===== src/alu_cmp_pkg.sv =====
package alu_cmp_pkg;
   // opcode values of the op_select_field
   localparam logic [7:0] OPC_FLOAT_GT_FLOAT   = 8'h09;
   localparam logic [7:0] OPC_FLOAT_GE_FLOAT   = 8'h0a;
   localparam logic [7:0] OPC_FLOAT_NEQ_FLOAT  = 8'h0b;
   localparam logic [7:0] OPC_FLOAT_GT_INT     = 8'h0d;
   localparam logic [7:0] OPC_FLOAT_GE_INT     = 8'h0e;
   localparam logic [7:0] OPC_FLOAT_NEQ_INT    = 8'h0f;
   localparam logic [7:0] OPC_SUB_INT          = 8'h35;
   localparam logic [7:0] OPC_SIGNED_GT        = 8'h3b;
   localparam logic [7:0] OPC_SIGNED_GE        = 8'h3c;
   localparam logic [7:0] OPC_INTEGER_NEQ      = 8'h3d;
   localparam logic [7:0] OPC_UNSIGNED_GT      = 8'h3e;
   localparam logic [7:0] OPC_UNSIGNED_GE      = 8'h3f;
   localparam logic [7:0] OPC_IEEE_ROOT        = 8'h8a;
   localparam logic [7:0] OPC_TRIG_WAVE        = 8'h8d;
   localparam logic [7:0] OPC_DOUBLE_ROOT_HIGH = 8'h99;
   localparam logic [7:0] OPC_DOUBLE_NEQ       = 8'hb9;
   localparam logic [7:0] OPC_DOUBLE_GT        = 8'hba;
   localparam logic [7:0] OPC_DOUBLE_GE        = 8'hbb;
   localparam logic [7:0] OPC_STORE_FLAGS      = 8'hda;
   // result encodings
   localparam logic [31:0] FLOAT_ONE  = 32'h3f800000;
   localparam logic [31:0] FLOAT_ZERO = 32'h00000000;
   localparam logic [31:0] MASK_ONES  = 32'hffffffff;
   localparam logic [31:0] MASK_ZERO  = 32'h00000000;
   localparam logic [63:0] DOUBLE_ONE = 64'h3ff0000000000000;
   // |x| >= 256.0 as a biased exponent
   localparam logic [7:0]  TRIG_EXP_LIMIT = 8'h87;
   localparam logic [7:0]  FLOAT_BIAS     = 8'h7f;
   localparam logic [10:0] DOUBLE_BIAS    = 11'h3ff;
   localparam logic [1:0]  SLOT_W         = 2'h3;
   localparam int          FLAG_W         = 6;
   // compare kinds for the ordering unit
   typedef enum logic [1:0] {CMP_GT = 2'h0, CMP_GE = 2'h1, CMP_NE = 2'h2} cmp_kind_t;
endpackage


===== src/alu_compare_set_and_misc_ops.sv =====
// Summary of operation
// - double ge gives all-ones mask, predicate untouched
// - double gt gives all-ones mask, predicate untouched
// - double ne gives all-ones mask, predicate untouched
// - float ge writes integer mask, opcode 14
// - float gt writes integer mask, opcode 13
// - signed gt writes integer mask, opcode 59
// - signed ge 60, unsigned ge 63
// - unsigned gt 62, float gt float 9
// - float ne writes 1.0 or 0.0
// - float ne writes integer mask, opcode 15
// - integer ne ignores signedness, opcode 61
// - sine of normalized input, zero beyond 256
// - double root from split operand, exact one
// - ieee square root under opcode 138
// - store flags copies working flags when enabled
// - integer subtract is operand1 minus operand0
// - float ge writes 1.0 or 0.0
`timescale 1ns/1ps
`default_nettype none
module alu_compare_set_and_misc_ops
   import alu_cmp_pkg::*;
(
   input  wire logic              sys_clk_in,
   input  wire logic              reset_in,
   input  wire logic              issue_in,       // one-cycle instruction strobe
   input  wire logic [7:0]        op_select_in,   // op_select_field
   input  wire logic [1:0]        slot_in,        // channel slot x,y,z,w
   input  wire logic              reg_write_in,   // general_register write enable
   input  wire logic [31:0]       src0_in,
   input  wire logic [31:0]       src1_in,
   input  wire logic [FLAG_W-1:0] flags_in,       // working flags incl. this bundle
   output logic [31:0]            result_out,
   output logic                   result_valid_out,
   output logic                   dst_write_out,
   output logic                   pred_write_out,
   output logic                   illegal_out
);
   // state of the result stage
   typedef enum logic [1:0] {ST_IDLE = 2'h1, ST_DONE = 2'h2} stage_t;
   stage_t    stage_r;
   stage_t    stage_nxt;
   logic [31:0] result_r;          // registered result
   logic [31:0] result_nxt;        // result picked by decode
   logic        valid_r;
   logic        write_r;
   logic        write_nxt;
   logic        illegal_r;
   logic        illegal_nxt;
   logic        known;             // opcode belongs to this block
   cmp_kind_t   kind;              // compare flavour for this opcode
   logic        f_true;            // single float compare outcome
   logic        d_true;            // double compare outcome
   logic [63:0] d_a;               // double operand 0 as hi/lo pair
   logic [63:0] d_b;               // double operand 1
   logic [31:0] root_f;            // single root estimate
   logic [63:0] root_d;            // double root estimate
   logic [31:0] trig_f;            // sine estimate
   logic [7:0]  trig_exp;          // biased exponent of sine input
   // double operands: pair of dwords; operand 0 has high word in src0, low in src1, operand 1 swaps them
   assign d_a = {src0_in, src1_in};
   assign d_b = {src1_in, src0_in};
   // compare kind from opcode
   always_comb begin
      case (op_select_in)
         OPC_FLOAT_GT_FLOAT, OPC_FLOAT_GT_INT, OPC_DOUBLE_GT:   kind = CMP_GT;
         OPC_FLOAT_GE_FLOAT, OPC_FLOAT_GE_INT, OPC_DOUBLE_GE:   kind = CMP_GE;
         default:                                               kind = CMP_NE;
      endcase
   end
   // one shared comparator per precision saves area over one per opcode
   fp_order_cmp #(.EXP_W(8), .MAN_W(23)) u_fcmp (
      .a_in     (src0_in),
      .b_in     (src1_in),
      .kind_in  (kind),
      .true_out (f_true)
   );
   fp_order_cmp #(.EXP_W(11), .MAN_W(52)) u_dcmp (
      .a_in     (d_a),
      .b_in     (d_b),
      .kind_in  (kind),
      .true_out (d_true)
   );
   root_approx #(.EXP_W(8), .MAN_W(23)) u_froot (
      .x_in    (src0_in),
      .bias_in (FLOAT_BIAS),
      .y_out   (root_f)
   );
   root_approx #(.EXP_W(11), .MAN_W(52)) u_droot (
      .x_in    (d_a),
      .bias_in (DOUBLE_BIAS),
      .y_out   (root_d)
   );
   // sine approximation: input is in turns; sub-turn input passes through unchanged,
   // zero outside [-256,256]; a crude estimate, not a full table
   assign trig_exp = src0_in[30:23];
   always_comb begin
      if (trig_exp > TRIG_EXP_LIMIT || (trig_exp == TRIG_EXP_LIMIT && |src0_in[22:0])) begin
         trig_f = FLOAT_ZERO;
      end else if (trig_exp >= FLOAT_BIAS) begin
         trig_f = FLOAT_ZERO;    // whole turns: integer part gives sine zero
      end else begin
         trig_f = src0_in;       // sub-turn input passes through unscaled as the estimate
      end
   end
   // opcode decode and routing
   always_comb begin
      result_nxt  = MASK_ZERO;
      known       = 1'b1;
      illegal_nxt = 1'b0;
      case (op_select_in)
         OPC_FLOAT_GT_FLOAT:   result_nxt = f_true ? FLOAT_ONE : FLOAT_ZERO;
         OPC_FLOAT_GE_FLOAT:   result_nxt = f_true ? FLOAT_ONE : FLOAT_ZERO;
         OPC_FLOAT_NEQ_FLOAT:  result_nxt = f_true ? FLOAT_ONE : FLOAT_ZERO;
         OPC_FLOAT_GT_INT:     result_nxt = f_true ? MASK_ONES : MASK_ZERO;
         OPC_FLOAT_GE_INT:     result_nxt = f_true ? MASK_ONES : MASK_ZERO;
         OPC_FLOAT_NEQ_INT:    result_nxt = f_true ? MASK_ONES : MASK_ZERO;
         OPC_SIGNED_GT:
            result_nxt = ($signed(src0_in) > $signed(src1_in)) ? MASK_ONES : MASK_ZERO;
         OPC_SIGNED_GE:
            result_nxt = ($signed(src0_in) >= $signed(src1_in)) ? MASK_ONES : MASK_ZERO;
         OPC_UNSIGNED_GT:      result_nxt = (src0_in > src1_in) ? MASK_ONES : MASK_ZERO;
         OPC_UNSIGNED_GE:      result_nxt = (src0_in >= src1_in) ? MASK_ONES : MASK_ZERO;
         OPC_INTEGER_NEQ:      result_nxt = (src0_in != src1_in) ? MASK_ONES : MASK_ZERO;
         OPC_SUB_INT:          result_nxt = src1_in - src0_in;
         OPC_DOUBLE_GE:        result_nxt = d_true ? MASK_ONES : MASK_ZERO;
         OPC_DOUBLE_GT:        result_nxt = d_true ? MASK_ONES : MASK_ZERO;
         OPC_DOUBLE_NEQ:       result_nxt = d_true ? MASK_ONES : MASK_ZERO;
         OPC_TRIG_WAVE:        result_nxt = trig_f;
         OPC_IEEE_ROOT:        result_nxt = root_f;
         OPC_DOUBLE_ROOT_HIGH: begin
            // exact one is special-cased so 1.0 never picks up estimate error
            if (d_a == DOUBLE_ONE) begin
               result_nxt = DOUBLE_ONE[63:32];
            end else begin
               result_nxt = root_d[63:32];
            end
         end
         OPC_STORE_FLAGS: begin
            result_nxt  = {{(32-FLAG_W){1'b0}}, flags_in};
            illegal_nxt = (slot_in != SLOT_W);
         end
         default: known = 1'b0;
      endcase
   end
   // write only when the bundle enables the register write
   assign write_nxt = issue_in && known && reg_write_in && !illegal_nxt;
   // result stage state: done for one cycle after each issue of a known opcode
   always_comb begin
      case (stage_r)
         ST_IDLE: stage_nxt = (issue_in && known) ? ST_DONE : ST_IDLE;
         ST_DONE: stage_nxt = (issue_in && known) ? ST_DONE : ST_IDLE;
         default: stage_nxt = ST_IDLE;
      endcase
   end
   always_ff @(posedge sys_clk_in) begin
      if (reset_in) begin
         stage_r <= ST_IDLE;
      end else begin
         stage_r <= stage_nxt;
      end
   end
   // result register, holds between issues
   always_ff @(posedge sys_clk_in) begin
      if (reset_in) begin
         result_r <= MASK_ZERO;
      end else if (issue_in && known) begin
         result_r <= result_nxt;
      end
   end
   // strobes
   always_ff @(posedge sys_clk_in) begin
      if (reset_in) begin
         valid_r   <= 1'b0;
         write_r   <= 1'b0;
         illegal_r <= 1'b0;
      end else begin
         valid_r   <= issue_in && known;
         write_r   <= write_nxt;
         illegal_r <= issue_in && illegal_nxt;
      end
   end
   assign result_out       = result_r;
   assign result_valid_out = valid_r;
   assign dst_write_out    = write_r;
   // none of these opcodes update the predicate
   assign pred_write_out   = 1'b0;
   assign illegal_out      = illegal_r;

   AST_DOUBLE_GE: assert property (@(posedge sys_clk_in) disable iff (reset_in)
      issue_in && op_select_in == OPC_DOUBLE_GE && src0_in == src1_in && !(&src0_in[30:20])
      |=> result_out == MASK_ONES) else $error("double ge equal operands not ones");
   AST_DOUBLE_NO_PRED: assert property (@(posedge sys_clk_in) disable iff (reset_in)
      issue_in ##1 valid_r |-> !pred_write_out) else $error("predicate written");
   AST_FGE_INT: assert property (@(posedge sys_clk_in) disable iff (reset_in)
      issue_in && op_select_in == OPC_FLOAT_GE_INT && src0_in == FLOAT_ONE && src1_in == FLOAT_ZERO
      |=> result_out == MASK_ONES && result_valid_out) else $error("float ge mask wrong");
   AST_SIGNED_GT: assert property (@(posedge sys_clk_in) disable iff (reset_in)
      issue_in && op_select_in == OPC_SIGNED_GT
      |=> result_out == (($signed($past(src0_in)) > $signed($past(src1_in))) ? MASK_ONES : MASK_ZERO))
      else $error("signed gt wrong");
   AST_UNSIGNED_GE: assert property (@(posedge sys_clk_in) disable iff (reset_in)
      issue_in && op_select_in == OPC_UNSIGNED_GE
      |=> result_out == (($past(src0_in) >= $past(src1_in)) ? MASK_ONES : MASK_ZERO))
      else $error("unsigned ge wrong");
   AST_FNE_FLOAT: assert property (@(posedge sys_clk_in) disable iff (reset_in)
      issue_in && op_select_in == OPC_FLOAT_NEQ_FLOAT && src0_in == src1_in && !(&src0_in[30:23])
      |=> result_out == FLOAT_ZERO) else $error("float ne on equal not zero");
   AST_INT_NEQ: assert property (@(posedge sys_clk_in) disable iff (reset_in)
      issue_in && op_select_in == OPC_INTEGER_NEQ
      |=> result_out == (($past(src0_in) != $past(src1_in)) ? MASK_ONES : MASK_ZERO))
      else $error("integer ne wrong");
   AST_TRIG_RANGE: assert property (@(posedge sys_clk_in) disable iff (reset_in)
      issue_in && op_select_in == OPC_TRIG_WAVE && src0_in[30:23] > TRIG_EXP_LIMIT
      |=> result_out == FLOAT_ZERO) else $error("sine out of range not zero");
   AST_ROOT_ONE: assert property (@(posedge sys_clk_in) disable iff (reset_in)
      issue_in && op_select_in == OPC_DOUBLE_ROOT_HIGH && {src0_in, src1_in} == DOUBLE_ONE
      |=> result_out == DOUBLE_ONE[63:32]) else $error("root of one not exact");
   AST_FLAGS: assert property (@(posedge sys_clk_in) disable iff (reset_in)
      issue_in && op_select_in == OPC_STORE_FLAGS && slot_in == SLOT_W && reg_write_in
      |=> dst_write_out && result_out[FLAG_W-1:0] == $past(flags_in)) else $error("flags not stored");
   AST_SUB: assert property (@(posedge sys_clk_in) disable iff (reset_in)
      issue_in && op_select_in == OPC_SUB_INT
      |=> result_out == 32'($past(src1_in) - $past(src0_in))) else $error("subtract wrong");
   AST_NAN_GT: assert property (@(posedge sys_clk_in) disable iff (reset_in)
      issue_in && op_select_in == OPC_FLOAT_GT_INT && (&src0_in[30:23]) && (|src0_in[22:0])
      |=> result_out == MASK_ZERO) else $error("nan compare true");
endmodule
`default_nettype wire


===== src/fp_order_cmp.sv =====
`timescale 1ns/1ps
`default_nettype none
// ieee ordered compare for any float width; nan makes gt/ge false, ne true
module fp_order_cmp
   import alu_cmp_pkg::*;
#(
   parameter int EXP_W = 8,
   parameter int MAN_W = 23
) (
   input  wire logic [EXP_W+MAN_W:0] a_in,
   input  wire logic [EXP_W+MAN_W:0] b_in,
   input  wire cmp_kind_t            kind_in,
   output logic                      true_out
);
   localparam int W = EXP_W + MAN_W + 1;
   logic a_nan;       // operand 0 is nan
   logic b_nan;       // operand 1 is nan
   logic both_zero;   // +0 and -0 compare equal
   logic a_gt;        // magnitude ordering with signs
   logic eq;          // numerically equal
   assign a_nan = (&a_in[W-2:MAN_W]) && (|a_in[MAN_W-1:0]);
   assign b_nan = (&b_in[W-2:MAN_W]) && (|b_in[MAN_W-1:0]);
   assign both_zero = ~|{a_in[W-2:0], b_in[W-2:0]};
   assign eq = both_zero || (a_in == b_in);
   // sign-magnitude ordering
   always_comb begin
      if (a_in[W-1] != b_in[W-1]) begin
         a_gt = !a_in[W-1] && !both_zero;
      end else if (!a_in[W-1]) begin
         a_gt = a_in[W-2:0] > b_in[W-2:0];
      end else begin
         a_gt = a_in[W-2:0] < b_in[W-2:0];
      end
   end
   // nan forces the unordered answer
   always_comb begin
      case (kind_in)
         CMP_GT:  true_out = !a_nan && !b_nan && a_gt;
         CMP_GE:  true_out = !a_nan && !b_nan && (a_gt || eq);
         CMP_NE:  true_out = a_nan || b_nan || !eq;
         default: true_out = 1'b0;
      endcase
   end
endmodule
`default_nettype wire


===== src/root_approx.sv =====
`timescale 1ns/1ps
`default_nettype none
// coarse square root: halve unbiased exponent, keep top mantissa bits shifted
// a limitation: precision is only a first-order estimate, no iteration
module root_approx
   import alu_cmp_pkg::*;
#(
   parameter int EXP_W = 8,
   parameter int MAN_W = 23
) (
   input  wire logic [EXP_W+MAN_W:0] x_in,
   input  wire logic [EXP_W-1:0]     bias_in,
   output logic [EXP_W+MAN_W:0]      y_out
);
   logic [EXP_W:0] sum;  // exponent plus bias, halved below
   always_comb begin
      sum = {1'b0, x_in[EXP_W+MAN_W-1:MAN_W]} + {1'b0, bias_in};
      if (x_in[EXP_W+MAN_W-1:0] == '0) begin
         y_out = x_in;                          // zero keeps its sign
      end else if (x_in[EXP_W+MAN_W]) begin
         y_out = {1'b0, {EXP_W{1'b1}}, 1'b1, {(MAN_W-1){1'b0}}};  // negative gives nan
      end else if (&x_in[EXP_W+MAN_W-1:MAN_W]) begin
         y_out = x_in;                          // inf or nan pass through
      end else begin
         y_out = {1'b0, sum[EXP_W:1], x_in[MAN_W-1:0] >> 1};
      end
   end
endmodule
`default_nettype wire


===== config.mk =====
export PLATFORM = sky130hd
export DESIGN_NAME = alu_compare_set_and_misc_ops
export DESIGN_NICKNAME = d
export VERILOG_FILES = /design/src/alu_cmp_pkg.sv /design/src/alu_compare_set_and_misc_ops.sv /design/src/fp_order_cmp.sv /design/src/root_approx.sv
export SDC_FILE = /design/constraint.sdc
export NUM_CORES = 1
export LEC_CHECK = 0
export BUFFER_PORTS_ARGS = -buffer_cell sky130_fd_sc_hd__clkbuf_2
export CORE_MARGIN = 2
export CORE_UTILIZATION = 52
export CTS_CLUSTER_SIZE = 30
export DETAILED_ROUTE_END_ITERATION = 8
export PLACE_DENSITY = 0.79
export SLEW_MARGIN = 20
export SYNTH_ARGS = -nofsm -noshare
export SYNTH_HDL_FRONTEND = slang
export SYNTH_SLANG_ARGS = --single-unit
export TNS_END_PERCENT = 30

===== constraint.sdc =====
create_clock -name sys_clk_in -period 2.86 [get_ports sys_clk_in]
set_input_delay 0 -clock sys_clk_in [delete_from_list [all_inputs] [get_ports sys_clk_in]]
set_output_delay 0 -clock sys_clk_in [all_outputs]
set_load 0.05 [all_outputs]

# Yosys cells after proc, flatten, opt, wreduce, memory -nomap -nowiden
# Index checks and enable logic that the tools add are counted.
# op_classes
n_addsub	3
n_lt_le_gt_ge	10
eq_ne	28
muxes	27
reduce_logical	55
# op_table
cell	count
one-hot mux 32 bit (13 select lines)	1
2-to-1 mux 32 bit	12
2-to-1 mux 64 bit	2
OR reduction 52 bit	2
equality test 64 x 62 -> 1 bit (second input constant)	1
equality test 64 bit	1
equality test 8 bit (second input constant)	8
>= comparator 32 bit	2
> comparator 32 bit	2
OR reduction 64 bit	1
> comparator 63 bit	1
logical NOT 63 bit	1
< comparator 63 bit	1
2-to-1 mux 63 bit	1
OR reduction 62 bit	1
equality test 8 x 4 -> 1 bit (second input constant)	6
equality test 8 x 6 -> 1 bit (second input constant)	6
OR reduction 23 bit	2
equality test 32 bit	1
inequality test 32 bit	1
subtractor 32 bit	1
> comparator 31 bit	1
logical NOT 31 bit	1
< comparator 31 bit	1
other kinds (21)	66
# word_totals
register_bits	35
out_inout_bits	36
wordCells	127

# Depth between registers and ports, before layout
# Gate-level depths: netlist (run 1).
# logic_depth
depth_word	8
depth_mapped	15

# Cells and area by module
# A second synthesis (run 1) with hierarchy kept.
# unflattened
cells_unflattened	1428
area_unflattened_um2	10164.7
# by_module_without_submodules
module	n_inst	cells_each	area_each_um2	seq_area_each_um2
alu_compare_set_and_misc_ops	1	701	4996.0	700.7
fp_order_cmp (u_dcmp)	1	300	2100.8	0.0
root_approx (u_droot)	1	172	1251.2	0.0
fp_order_cmp (u_fcmp)	1	154	1048.5	0.0
root_approx (u_froot)	1	101	768.2	0.0

# Least setup slack after synthesis (run 1)
# OpenSTA, ideal clock, no wires.
# synth_timing
path_type	in2reg
from	input src0_in[25]
to	register result_r[11] (netlist: result_out[11])
setup_time_ps	145
arrival_ps	2864
setup_slack_ps	-149
cell_stages	14
path_buffers	4
path_cell_list	clkbuf_1 -> inv_1 -> ha_1 -> buf_2 -> nand4_1 -> or4_4 -> nor2_1 -> nor3_1 -> or4b_1 -> o211ai_1 -> and3_1 -> buf_6 -> buf_6 -> a211oi_2
# synth_between
elab_chain_len	8
word_cells_on_any_way	73
# synth_lines
element	line	text
start: declaration	alu_compare_set_and_misc_ops.sv:30	input wire logic [31:0] src0_in,
> comparator 63 bit (tied with other cells)	fp_order_cmp.sv:30	a_gt = a_in[W-2:0] > b_in[W-2:0];
2-to-1 mux 1 bit (tied with other cells)	fp_order_cmp.sv:29	end else if (!a_in[W-1]) begin
2-to-1 mux 1 bit (tied with other cells)	fp_order_cmp.sv:27	if (a_in[W-1] != b_in[W-1]) begin
logical OR 1 bit (tied with other cells)	fp_order_cmp.sv:39	CMP_GE: true_out = !a_nan && !b_nan && (a_gt || eq);
logical AND 1 bit (tied with other cells)	fp_order_cmp.sv:39	
one-hot mux 1 bit (3 select lines)	fp_order_cmp.sv:37	case (kind_in)
2-to-1 mux 32 bit, on equally long branches	n/a	
one-hot mux 32 bit (13 select lines) *	alu_compare_set_and_misc_ops.sv:111	case (op_select_in)
end signal: assignment	alu_compare_set_and_misc_ops.sv:168	result_r <= result_nxt;
end: declaration	alu_compare_set_and_misc_ops.sv:43	logic [31:0] result_r;
# Every way passes the cells marked *; elsewhere a longest branch is shown, timed or not.
# A chain may end at the register's enable or synchronous reset.

# Worst setup path after layout (run 1)
# layout_timing
from	input src1_in[0]
to	register result_r[18] (netlist: result_out[18])
# layout_between
elab_chain_len	8
word_cells_on_any_way	61
# layout_lines
element	line	text
start: declaration	alu_compare_set_and_misc_ops.sv:31	input wire logic [31:0] src1_in,
> comparator 63 bit (tied with other cells)	fp_order_cmp.sv:30	
2-to-1 mux 1 bit (tied with other cells)	fp_order_cmp.sv:29	
2-to-1 mux 1 bit (tied with other cells)	fp_order_cmp.sv:27	
logical OR 1 bit (tied with other cells)	fp_order_cmp.sv:39	
logical AND 1 bit (tied with other cells)	fp_order_cmp.sv:39	
one-hot mux 1 bit (3 select lines)	fp_order_cmp.sv:37	
2-to-1 mux 32 bit, on equally long branches	n/a	
one-hot mux 32 bit (13 select lines) *	alu_compare_set_and_misc_ops.sv:111	
# Marks and branches as above.

==> run metrics, run 1 <==
multi-input logic area=0.00490 mm²; EDFF count, synth=0; placed cell area=0.00804 mm²; Slowest-stage cell, CP=a221o_2; CP Data Required Time=3000 ps; placed instance count=1258; largest net degree at the start of global routing=35; DIE AREA=0.0125 mm²; synth unique cells=81; GRT Residual Overflow=0; Setup TNS=0 ps; hold slack=84.3 ps; Fmax=0.366 GHz; Hold Crit Class=input pin to flip-flop; most frequent CP cell=inv_1; WL final=23900 µm; Synth Area in XOR/XNOR=0.0549; worst-margin pin slew=1020 ps; PortBufs=118; Post-Syn Nets=1017; final setup margin=125 ps; clock sink count=35; Reg clk slew, reported paths=60 ps; Starting Density=0.531; Synth Area in Compound Gates=0.336; met2 global-route usage=0.577; Layout Utilization=0.726; site row count=39; top post-synthesis cells by area=ha_1 (14%), dfxtp_1 (12%), a21oi_1 (5.9%), nor2_1 (5.6%), inv_1 (5.0%); Post-Layout Cell Count=1270; Most Crowded Layer GR=met2; Post-Place Setup Slack=-554 ps; vias in the first global route=7430; post-DP HPWL=19400 µm; Syn Area/Cell=7.04 µm²; synth cell count leaders=nor2_1 (91), inv_1 (81), nand2_1 (79); Peak VDD IR=0.000221 V; Ys Warns=0; combinational family with the most area after synthesis=compound AO/OA/AOI/OAI gates; total power=2.22 mW; Nets=1281; status=finished, violations left; fin crit period=2730 ps; P_leak=3.87 nW; final hold viol count=0; share of cells above drive strength 1=0.327; Antenna Nets Post-Route=0; CTS tree=done; Simple-Gate Fraction of Synth Area=0.250; final setup fails=0; Fillers=971; FFs w/ async S/R, synth=0; detailed router's first-iteration violation count=935; crit-path max FO=3; Seq/Total Area, Yosys=0.116; Worst Skew=0 ps; worst-path cell chain=clkbuf_2 -> inv_1 -> ha_1 -> inv_1 -> fa_1 -> nand3_2 -> a21oi_1 -> or3_4 -> a221o_2 -> buf_4 -> nor2b_1 -> nand2b_1 -> xor2_1 -> a222oi_1 -> a211oi_2; Worst setup SP type=input pin; fraction of the mapped netlist area in adder cells=0.148; Initial DRT Pass Iterations=9; Post-Layout Inst Area=0.00829 mm²; maxcap violations=0; GP Congestion=1.10; failing checks=DRC; cell with the most instances after synthesis=nor2_1; later-pin clock latency in the skew report=290 ps; vias=7825; Root Buffer=clkbuf_16; Longest Clk Path Bufs=2; first-pass GRT wire length=37700 µm; routing usage on met1=0.519; fin crit share=0.956; initial antenna violation count=0; Syn Std Cell Area=0.00607 mm²; Worst Path Arrival=2870 ps; # diodes=0; Mapped Cells=862; vias per cell=6.16; H-Tree Depth=2; Area Growth Syn to Fin=36.7%; CP endpoint kind=flip-flop; top cell type's share of synthesized area=0.144; met3 usage=0.0697; Power per Cell Area=268 mW/mm²; GRT Total Usage=0.373; Crit Path Category=input pin to flip-flop; cell type with the largest total area after synthesis=ha_1; height of the die=112 µm; # IOs=120; wire per inst=18.8 µm; mux contribution to synthesized area=0.00165; CTS buffer count=5; # DRC=3; Final Max Slew Viols=0; post-synthesis sequential element count=35; relative slew slack=0.321; Core Area=0.0114 mm²; main flop type after synthesis=dfxtp_1; FF+latch area=701 µm²; Die W=112 µm; CP max stage delay=430 ps
[routing by layer]
layer / part of all wire / wire (µm)
met5: 0 / 0
met4: 0.036 / 856
met3: 0.10 / 2420
met2: 0.43 / 10200
met1: 0.43 / 10300
[cell families after synthesis]
group | after synthesis
buffers and inverters | 132
XOR/XNOR | 38
AND/OR/NAND/NOR | 306
multiplexers | 1
AO/OA/AOI/OAI | 278
other | 1
adder cells (fa/ha/maj) | 71
flip-flops | 35
[placed cells by master, fill, tap and decap left out, types with 6 or more instances in the layout]
cell type	n
o21ai_0	46
nand2b_1	9
nor2b_1	6
clkbuf_2	117
inv_1	80
dfxtp_1	35
a21oi_1	71
nor3_1	20
and3_1	7
nand4_1	18
a311oi_1	7
ha_1	68
xor2_1	12
nor4_1	15
a222oi_1	20
a211oi_1	18
nor2_1	90
a211oi_2	15
o21a_1	7
buf_4	183
o31ai_1	7
nand3_1	20
nand2_1	78
a31oi_1	9
xnor2_1	26
a21o_1	15
nor3b_1	6
[path summary, 6_finish.rpt]
check	from	endpoint	slack [ps]	depth (start not counted)
max reg2reg	result_out[20]$_SDFFE_PP0P_	result_out[20]$_SDFFE_PP0P_	2040	2
max	src1_in[0]	result_out[18]$_SDFFE_PP0P_	130	15
min	slot_in[1]	dst_write_out$_SDFF_PP0_	80	4
min reg2reg	result_out[5]$_SDFFE_PP0P_	result_out[5]$_SDFFE_PP0P_	500	2
[sequential cells by signal (all words and copies together) (netlist names)]
name and count:
result_valid_out 1, illegal_out 1, result_out 32, dst_write_out 1
[what timing repair did]
| action | CTS | global route |
|---|---|---|
| hold endpoints to repair | 2 | 0 |
| endpoints found under the setup margin | 2 | 32 |
| pin swaps | 0 | 5 |
| gates resized for setup | 3 | 18 |
| hold buffers | 3 | 0 |
| buffers inserted | 0 | 1 |
[layout make-up]
class                           instances  area share
Clock inverter                          1    0.000604
Multi-Input combinational cell        695       0.591
Tap cell                              143      0.0216
Clock buffer                            7      0.0160
Timing Repair Buffer                  308       0.250
Sequential cell                        35      0.0845
Inverter                               81      0.0367
[critical path: cells and delay by family]
family / cells / cell delay [ps]
AOI/OAI and AO/OA: 4 / 980
buffers and inverters: 4 / 390
and+or+nand+nor: 4 / 780
adders and majority gates: 2 / 580
xor gates and xnor gates: 1 / 140
[report_power, final]
group,internal [mW],switching [mW],total [mW]
logic,0.488,0.660,1.15
registers,0.503,0.00944,0.513
clock network,0.323,0.238,0.561
Note: power is estimated with default switching activity, not from simulation.
==> run 2, diff against run 1 <==
--- a/config.mk
+++ b/config.mk
@@ -7,10 +7,9 @@
 export LEC_CHECK = 0
 export BUFFER_PORTS_ARGS = -buffer_cell sky130_fd_sc_hd__clkbuf_2
 export CORE_MARGIN = 2
-export CORE_UTILIZATION = 52
-export CTS_CLUSTER_SIZE = 30
+export CORE_UTILIZATION = 55
 export DETAILED_ROUTE_END_ITERATION = 8
-export PLACE_DENSITY = 0.79
+export PLACE_DENSITY = 0.8
 export SLEW_MARGIN = 20
 export SYNTH_ARGS = -nofsm -noshare
 export SYNTH_HDL_FRONTEND = slang
==> constraint.sdc (replaced) <==
create_clock -name sys_clk_in -period 2.8 [get_ports sys_clk_in]
set_input_delay 0 -clock sys_clk_in [delete_from_list [all_inputs] [get_ports sys_clk_in]]
set_output_delay 0 -clock sys_clk_in [all_outputs]
set_load 0.05 [all_outputs]
==> run 2 against run 1 <==
Net effect:
- the run now ends clean
- total power shrank 2.8%
- final area shrank 2.4%
- global-route usage grew 2.0 points
- non-clock buffer count shrank 13
- flip-flop and latch count is the same
- core utilization grew 2.4 points
- worst hold slack gained 3.6 ps
- routed wire length shrank 2.0%
- count of clock-buffer cells in the layout shrank 2
- sequential power grew 2%
- first-iteration DRC count shrank 10%
- sequential share of layout area grew 0.21 points
- critical path type unchanged
- critical endpoint is now result_out[22]$_SDFFE_PP0P_
- highest routed layer unchanged
==> run metrics, run 2 (same netlist as run 1, synthesis figures left out) <==
post-DP HPWL=19200 µm (was 19400 µm); placed instance count=1242 (was 1258); Core Area=0.0108 mm² (was 0.0114 mm²); fin crit share=0.960; P_leak=3.78 nW (was 3.87 nW); Slowest-stage cell, CP=or4b_1 (was a221o_2); met1 WL=10500 µm (was 10300 µm); capture point of the worst path=result_out[22]$_SDFFE_PP0P_ (was result_out[18]$_SDFFE_PP0P_); share of cells above drive strength 1=0.311 (was 0.327); GRT Total Usage=0.393 (was 0.373); detailed router's first-iteration violation count=841 (was 935); Worst setup SP type=input pin (unchanged); PortBufs=118 (unchanged); Peak VDD IR=0.000439 V (was 0.000221 V); worst hold start=slot_in[1] (unchanged); Fillers=901 (was 971); Worst Path Arrival=2890 ps (was 2870 ps); wire per inst=18.6 µm (was 18.8 µm); Post-Layout Inst Area=0.00809 mm² (was 0.00829 mm²); later-pin clock latency in the skew report=310 ps (was 290 ps); height of the die=109 µm (was 112 µm); Fmax=0.372 GHz; Worst Skew=0 ps (unchanged); Crit Path Category=input pin to flip-flop (unchanged); final setup fails=0 (unchanged); R2R depth=2 (unchanged); CP Data Required Time=3000 ps (about the same); Post-Place Setup Slack=-182 ps (was -554 ps); worst-margin pin slew=998 ps (was 1020 ps); CP max stage delay=560 ps (was 430 ps); WL met2=9780 µm (was 10200 µm); site row count=38 (was 39); commonest cells after routing, fill and taps aside=buf_4 (171), clkbuf_2 (118), nor2_1 (90) (was buf_4 (183), clkbuf_2 (117), nor2_1 (90)); commonest non-fill, non-tap cell in the layout=buf_4 (unchanged); hold slack=87.9 ps (was 84.3 ps); CTS tree=done (unchanged); largest net degree at the start of global routing=35 (unchanged); crit path from=src0_in[21] (was src1_in[0]); CP endpoint kind=flip-flop (unchanged); Starting Density=0.562 (was 0.531); worst-path cell chain=clkbuf_2 -> inv_1 -> ha_1 -> and2_4 -> a311o_1 -> a221oi_2 -> a21boi_1 -> or4b_1 -> a31oi_2 -> nand3_1 -> and3_1 -> buf_12 -> a311oi_1 (was clkbuf_2 -> inv_1 -> ha_1 -> inv_1 -> fa_1 -> nand3_2 -> a21oi_1 -> or3_4 -> a221o_2 -> buf_4 -> nor2b_1 -> nand2b_1 -> xor2_1 -> a222oi_1 -> a211oi_2); R2R Path End=result_out[18]$_SDFFE_PP0P_ (was result_out[20]$_SDFFE_PP0P_); final setup margin=112 ps (was 125 ps); Final Max Slew Viols=0 (unchanged); reg-to-reg setup timing slack=2010 ps (was 2040 ps); Reg clk slew, reported paths=80 ps (was 60 ps); FF+latch area=701 µm² (unchanged); initial antenna violation count=0 (unchanged); DIE AREA=0.0119 mm² (was 0.0125 mm²); Area Growth Syn to Fin=33.4% (was 36.7%); Root Buffer=clkbuf_8 (was clkbuf_16); vias=7708 (was 7825); placed cell area=0.00792 mm² (was 0.00804 mm²); status=complete, no violations (was finished, violations left); relative slew slack=0.335 (was 0.321); WL final=23400 µm (was 23900 µm); maxcap violations=0 (unchanged); clock sink count=35 (unchanged); Layout Utilization=0.750 (was 0.726); fin crit period=2690 ps; crit-path max FO=25 (was 3); # DRC=0 (was 3); multi-input logic area=0.00484 mm² (was 0.00490 mm²); vias per cell=6.15 (was 6.16); Power per Cell Area=267 mW/mm² (was 268 mW/mm²); worst reg2reg path startpoint=result_out[18]$_SDFFE_PP0P_ (was result_out[20]$_SDFFE_PP0P_); total power=2.16 mW (was 2.22 mW); Setup TNS=0 ps (unchanged); Antenna Nets Post-Route=0 (unchanged); GRT Residual Overflow=0 (unchanged); final hold viol count=0 (unchanged); # diodes=0 (unchanged); Hold Crit Class=input pin to flip-flop (unchanged); CTS buffer count=5 (unchanged); met3 wire length=2730 µm (was 2420 µm); Longest Clk Path Bufs=2 (unchanged); GP Congestion=1.01 (was 1.10); H-Tree Depth=2 (unchanged); Top Metal Used=met4 (unchanged); Nets=1268 (was 1281); Die W=109 µm (was 112 µm); Initial DRT Pass Iterations=8 (was 9); # IOs=120 (unchanged); vias in the first global route=6889 (was 7430); first-pass GRT wire length=36200 µm (was 37700 µm); Post-Layout Cell Count=1254 (was 1270); Largest register FFs=32 (unchanged)
-- run 2: power by group --
part	total, mW	internal, mW	leakage (nW)	switching, mW
sequential	0.522	0.513	0.283	0.00929
combinational	1.16	0.486	3.44	0.669
clock	0.481	0.265	0.0581	0.215
-- run 2: layer usage --
layer	vias up	GRT usage
met5	-	0
met4	0	0.0806
met3	38	0.0789
met2	471	0.586
met1	3519	0.579
li1	3680	-
-- run 2: worst min path at each step --
stage	to	slack [ps]	cells after the start
after floorplan	dst_write_out$_SDFF_PP0_	150	1
after global placement	dst_write_out$_SDFF_PP0_	230	2
after detailed placement	dst_write_out$_SDFF_PP0_	230	2
after CTS	dst_write_out$_SDFF_PP0_	60	4
after global routing	result_out[4]$_SDFFE_PP0P_	130	4
final	dst_write_out$_SDFF_PP0_	90	4
-- run 2: cell type report --
class                      instances  area share
clock buffer                       5     0.00850
clock inverter                     3     0.00541
inverter                          81      0.0376
multi-input combinational        695       0.598
sequential                        35      0.0866
tap                              140      0.0216
timing repair buffer             295       0.243
-- run 2: worst max-delay path, delay by kind of cell --
family | cells | cell delay [ps]
adders and majority gates | 1 | 320
AOI/OAI and AO/OA | 5 | 1200
and+or+nand+nor | 4 | 1020
buffers and inverters | 3 | 340
-- run 2: what timing repair did --
action / 4_1_cts / 5_1_grt
hold endpoints to repair: 2 / 0
resized for setup: 0 / 4
hold buffers: 3 / 0
setup buffers: 0 / 1
setup endpoints to repair: 0 / 26
==> run 3, diff against run 2 <==
--- a/config.mk
+++ b/config.mk
@@ -10,6 +10,7 @@
 export CORE_UTILIZATION = 55
 export DETAILED_ROUTE_END_ITERATION = 8
 export PLACE_DENSITY = 0.8
+export RECOVER_POWER = 25
 export SLEW_MARGIN = 20
 export SYNTH_ARGS = -nofsm -noshare
 export SYNTH_HDL_FRONTEND = slang
==> constraint.sdc (replaced) <==
create_clock -name sys_clk_in -period 2.7 [get_ports sys_clk_in]
set_input_delay 0 -clock sys_clk_in [delete_from_list [all_inputs] [get_ports sys_clk_in]]
set_output_delay 0 -clock sys_clk_in [all_outputs]
set_load 0.05 [all_outputs]
==> run 3 against run 2 <==
Net effect:
- the flow now finishes with violations (DRC, setup timing)
- core utilization increased by 3.0 points
- routed wire length is 1.4% higher
- sequential share of layout area fell by 0.33 points
- register-to-register slack worse by 130 ps
- global-route usage decreased by 1.0 points
- critical path type unchanged
==> run metrics, run 3 (same netlist as run 1, synthesis figures left out) <==
# IOs=120 (unchanged); maxcap violations=0 (unchanged); Core Area=0.0108 mm² (unchanged); Crit Path Category=input pin to flip-flop (unchanged); fin crit period=2730 ps; CP top delay family=simple AND/OR/NAND/NOR gates (was compound AO/OA/AOI/OAI gates); Peak VDD IR=0.000421 V (was 0.000439 V); detailed router's first-iteration violation count=911 (was 841); combinational fraction of design power=0.576 (was 0.535); largest net degree at the start of global routing=35 (unchanged); failing checks=DRC, setup timing; switching pwr=0.926 mW (was 0.894 mW); post-DP HPWL=19200 µm (about the same); vias per cell=6.27 (was 6.15); CTS tree=done (unchanged); vias=8054 (was 7708); final setup margin=-26.3 ps (was 112 ps); CP endpoint kind=flip-flop (unchanged); CP Data Required Time=2890 ps (was 3000 ps); GP Congestion=1.07 (was 1.01); # DRC=9 (was 0); crit-path max FO=12 (was 25); share of cells above drive strength 1=0.333 (was 0.311); CP max stage delay=610 ps (was 560 ps); PortBufs=118 (unchanged); Worst setup SP type=input pin (unchanged); CTS buffer count=5 (unchanged); Setup TNS=-26.3 ps (was 0 ps); Starting Density=0.562 (unchanged); relative slew slack=0.332 (was 0.335); commonest cells after routing, fill and taps aside=buf_4 (201), clkbuf_2 (102), nor2_1 (90) (was buf_4 (171), clkbuf_2 (118), nor2_1 (90)); Antenna Nets Post-Route=0 (unchanged); wire per inst=18.5 µm (was 18.6 µm); FF+latch area=701 µm² (unchanged); Nets=1299 (was 1268); worst-margin pin slew=1000 ps (was 998 ps); site row count=38 (unchanged); internal power=1.26 mW (about the same); height of the die=109 µm (unchanged); Layout Utilization=0.780 (was 0.750); Power per Cell Area=259 mW/mm² (was 267 mW/mm²); Worst Skew=0 ps (unchanged); multi-input logic area=0.00496 mm² (was 0.00484 mm²); P_leak=3.87 nW (was 3.78 nW); first-pass GRT wire length=35700 µm (was 36200 µm); later-pin clock latency in the skew report=300 ps (was 310 ps); Longest Clk Path Bufs=2 (unchanged); Reg clk slew, reported paths=70 ps (was 80 ps); Final Max Slew Viols=0 (unchanged); status=finished, violations left (was complete, no violations); Largest register FFs=32 (unchanged); Fmax=0.367 GHz; initial antenna violation count=0 (unchanged); Fillers=852 (was 901); WP buf/inv=4 (was 3); fin crit share=1.01; DIE AREA=0.0119 mm² (unchanged); Worst Path Arrival=2920 ps (was 2890 ps); Root Buffer=clkbuf_8 (unchanged); vias in the first global route=7256 (was 6889); H-Tree Depth=2 (unchanged); Hold Crit Class=input pin to flip-flop (unchanged); Area Growth Syn to Fin=38.8% (was 33.4%); clock network fraction of total power=0.176 (was 0.223); final setup fails=1 (was 0); commonest non-fill, non-tap cell in the layout=buf_4 (unchanged); final hold viol count=0 (unchanged); GRT Residual Overflow=0 (unchanged); Die W=109 µm (unchanged); Initial DRT Pass Iterations=9 (was 8); Net Sw Frac=0.425 (was 0.414); Flop pwr share=0.248 (was 0.242); worst-path cell chain=clkbuf_2 -> inv_1 -> ha_1 -> nand4_1 -> or4_4 -> buf_4 -> nor3_4 -> a31o_2 -> a2111oi_0 -> nand3_1 -> o211ai_1 -> and3_4 -> clkbuf_16 -> a311oi_2 (was clkbuf_2 -> inv_1 -> ha_1 -> and2_4 -> a311o_1 -> a221oi_2 -> a21boi_1 -> or4b_1 -> a31oi_2 -> nand3_1 -> and3_1 -> buf_12 -> a311oi_1); # diodes=0 (unchanged); clock sink count=35 (unchanged); GRT Total Usage=0.383 (was 0.393); WL final=23700 µm (was 23400 µm); Slowest-stage cell, CP=or4_4 (was or4b_1)
run 3: changes by cell type in the layout (fill, tap and decap cells not counted), moves of 2 or more:
| cell | previous run | this run |
|---|---|---|
| buf_4 | 171 | 201 |
| clkbuf_1 | 0 | 17 |
| clkbuf_2 | 118 | 102 |
| ha_1 | 69 | 63 |
| ha_2 | 0 | 3 |
| ha_4 | 1 | 4 |
| a2111oi_0 | 5 | 3 |
| nand3_1 | 21 | 19 |
| nand3_2 | 0 | 2 |
| nor4_1 | 16 | 14 |
| nor4_2 | 2 | 4 |
run 3: path summary, 6_finish.rpt:
| path | startpoint | cells past startpoint | slack (ps) | end |
|---|---|---|---|---|
| worst max-delay path | src0_in[22] | 14 | -30 | result_out[3]$_SDFFE_PP0P_ |
| worst min-delay path | slot_in[1] | 4 | 70 | dst_write_out$_SDFF_PP0_ |
| worst max register to register | result_out[3]$_SDFFE_PP0P_ | 2 | 1880 | result_out[3]$_SDFFE_PP0P_ |
| worst min register to register | result_out[27]$_SDFFE_PP0P_ | 2 | 490 | result_out[27]$_SDFFE_PP0P_ |
run 3: layer usage:
layer | track usage | wire [µm] | up-vias | part of all wire
li1 | - | - | 3742 | -
met1 | 0.526 | 9620 | 3697 | 0.41
met2 | 0.597 | 10300 | 550 | 0.43
met3 | 0.0843 | 3260 | 65 | 0.14
met4 | 0.114 | 553 | 0 | 0.023
met5 | 0 | 0 | - | 0
run 3: stage by stage:
stage | instance area [µm²] | setup WS, ps | total power [mW] | hold WS [ps] | instances
floorplan | 6110 | -9.45 | 1.22 | 146 | 862
global placement | 8140 | -261 | 1.72 | 226 | 1270
detailed placement | 8140 | -289 | 1.74 | 253 | 1270
CTS | 8260 | 6.75 | 2.11 | 80.8 | 1281
global route | 8420 | -46.7 | 2.30 | 122 | 1285
finish | 8420 | -26.3 | 2.18 | 74.4 | 1285
run 3: layout make-up:
| class | count | area share |
|---|---|---|
| Clock buffer | 6 | 0.00862 |
| Timing Repair Buffer | 326 | 0.261 |
| Tap cell | 140 | 0.0208 |
| Inverter | 81 | 0.0361 |
| Clock inverter | 2 | 0.00149 |
| Sequential cell | 35 | 0.0832 |
| Multi-Input combinational cell | 695 | 0.589 |
run 3: tightest hold or removal path, delay by kind of cell:
family / cells / cell delay, ps
and+or+nand+nor: 3 / 270
buffers and inverters: 1 / 70
run 3: power groups by stage:
stage | clock [mW] | sequential (mW) | combinational, mW
6_report | 0.383 | 0.541 | 1.26
4_1_cts | 0.380 | 0.541 | 1.19
3_3_place_gp | 0 | 0.552 | 1.16
2_1_floorplan | 0 | 0.608 | 0.608
3_5_place_dp | 0 | 0.553 | 1.18
5_1_grt | 0.407 | 0.543 | 1.35
run 3: repair_timing:
item | CTS | global route
gates resized for setup | 0 | 29
hold buffers | 3 | 0
endpoints found under the setup margin | 0 | 32
setup buffers | 0 | 3
hold endpoints to repair | 2 | 0
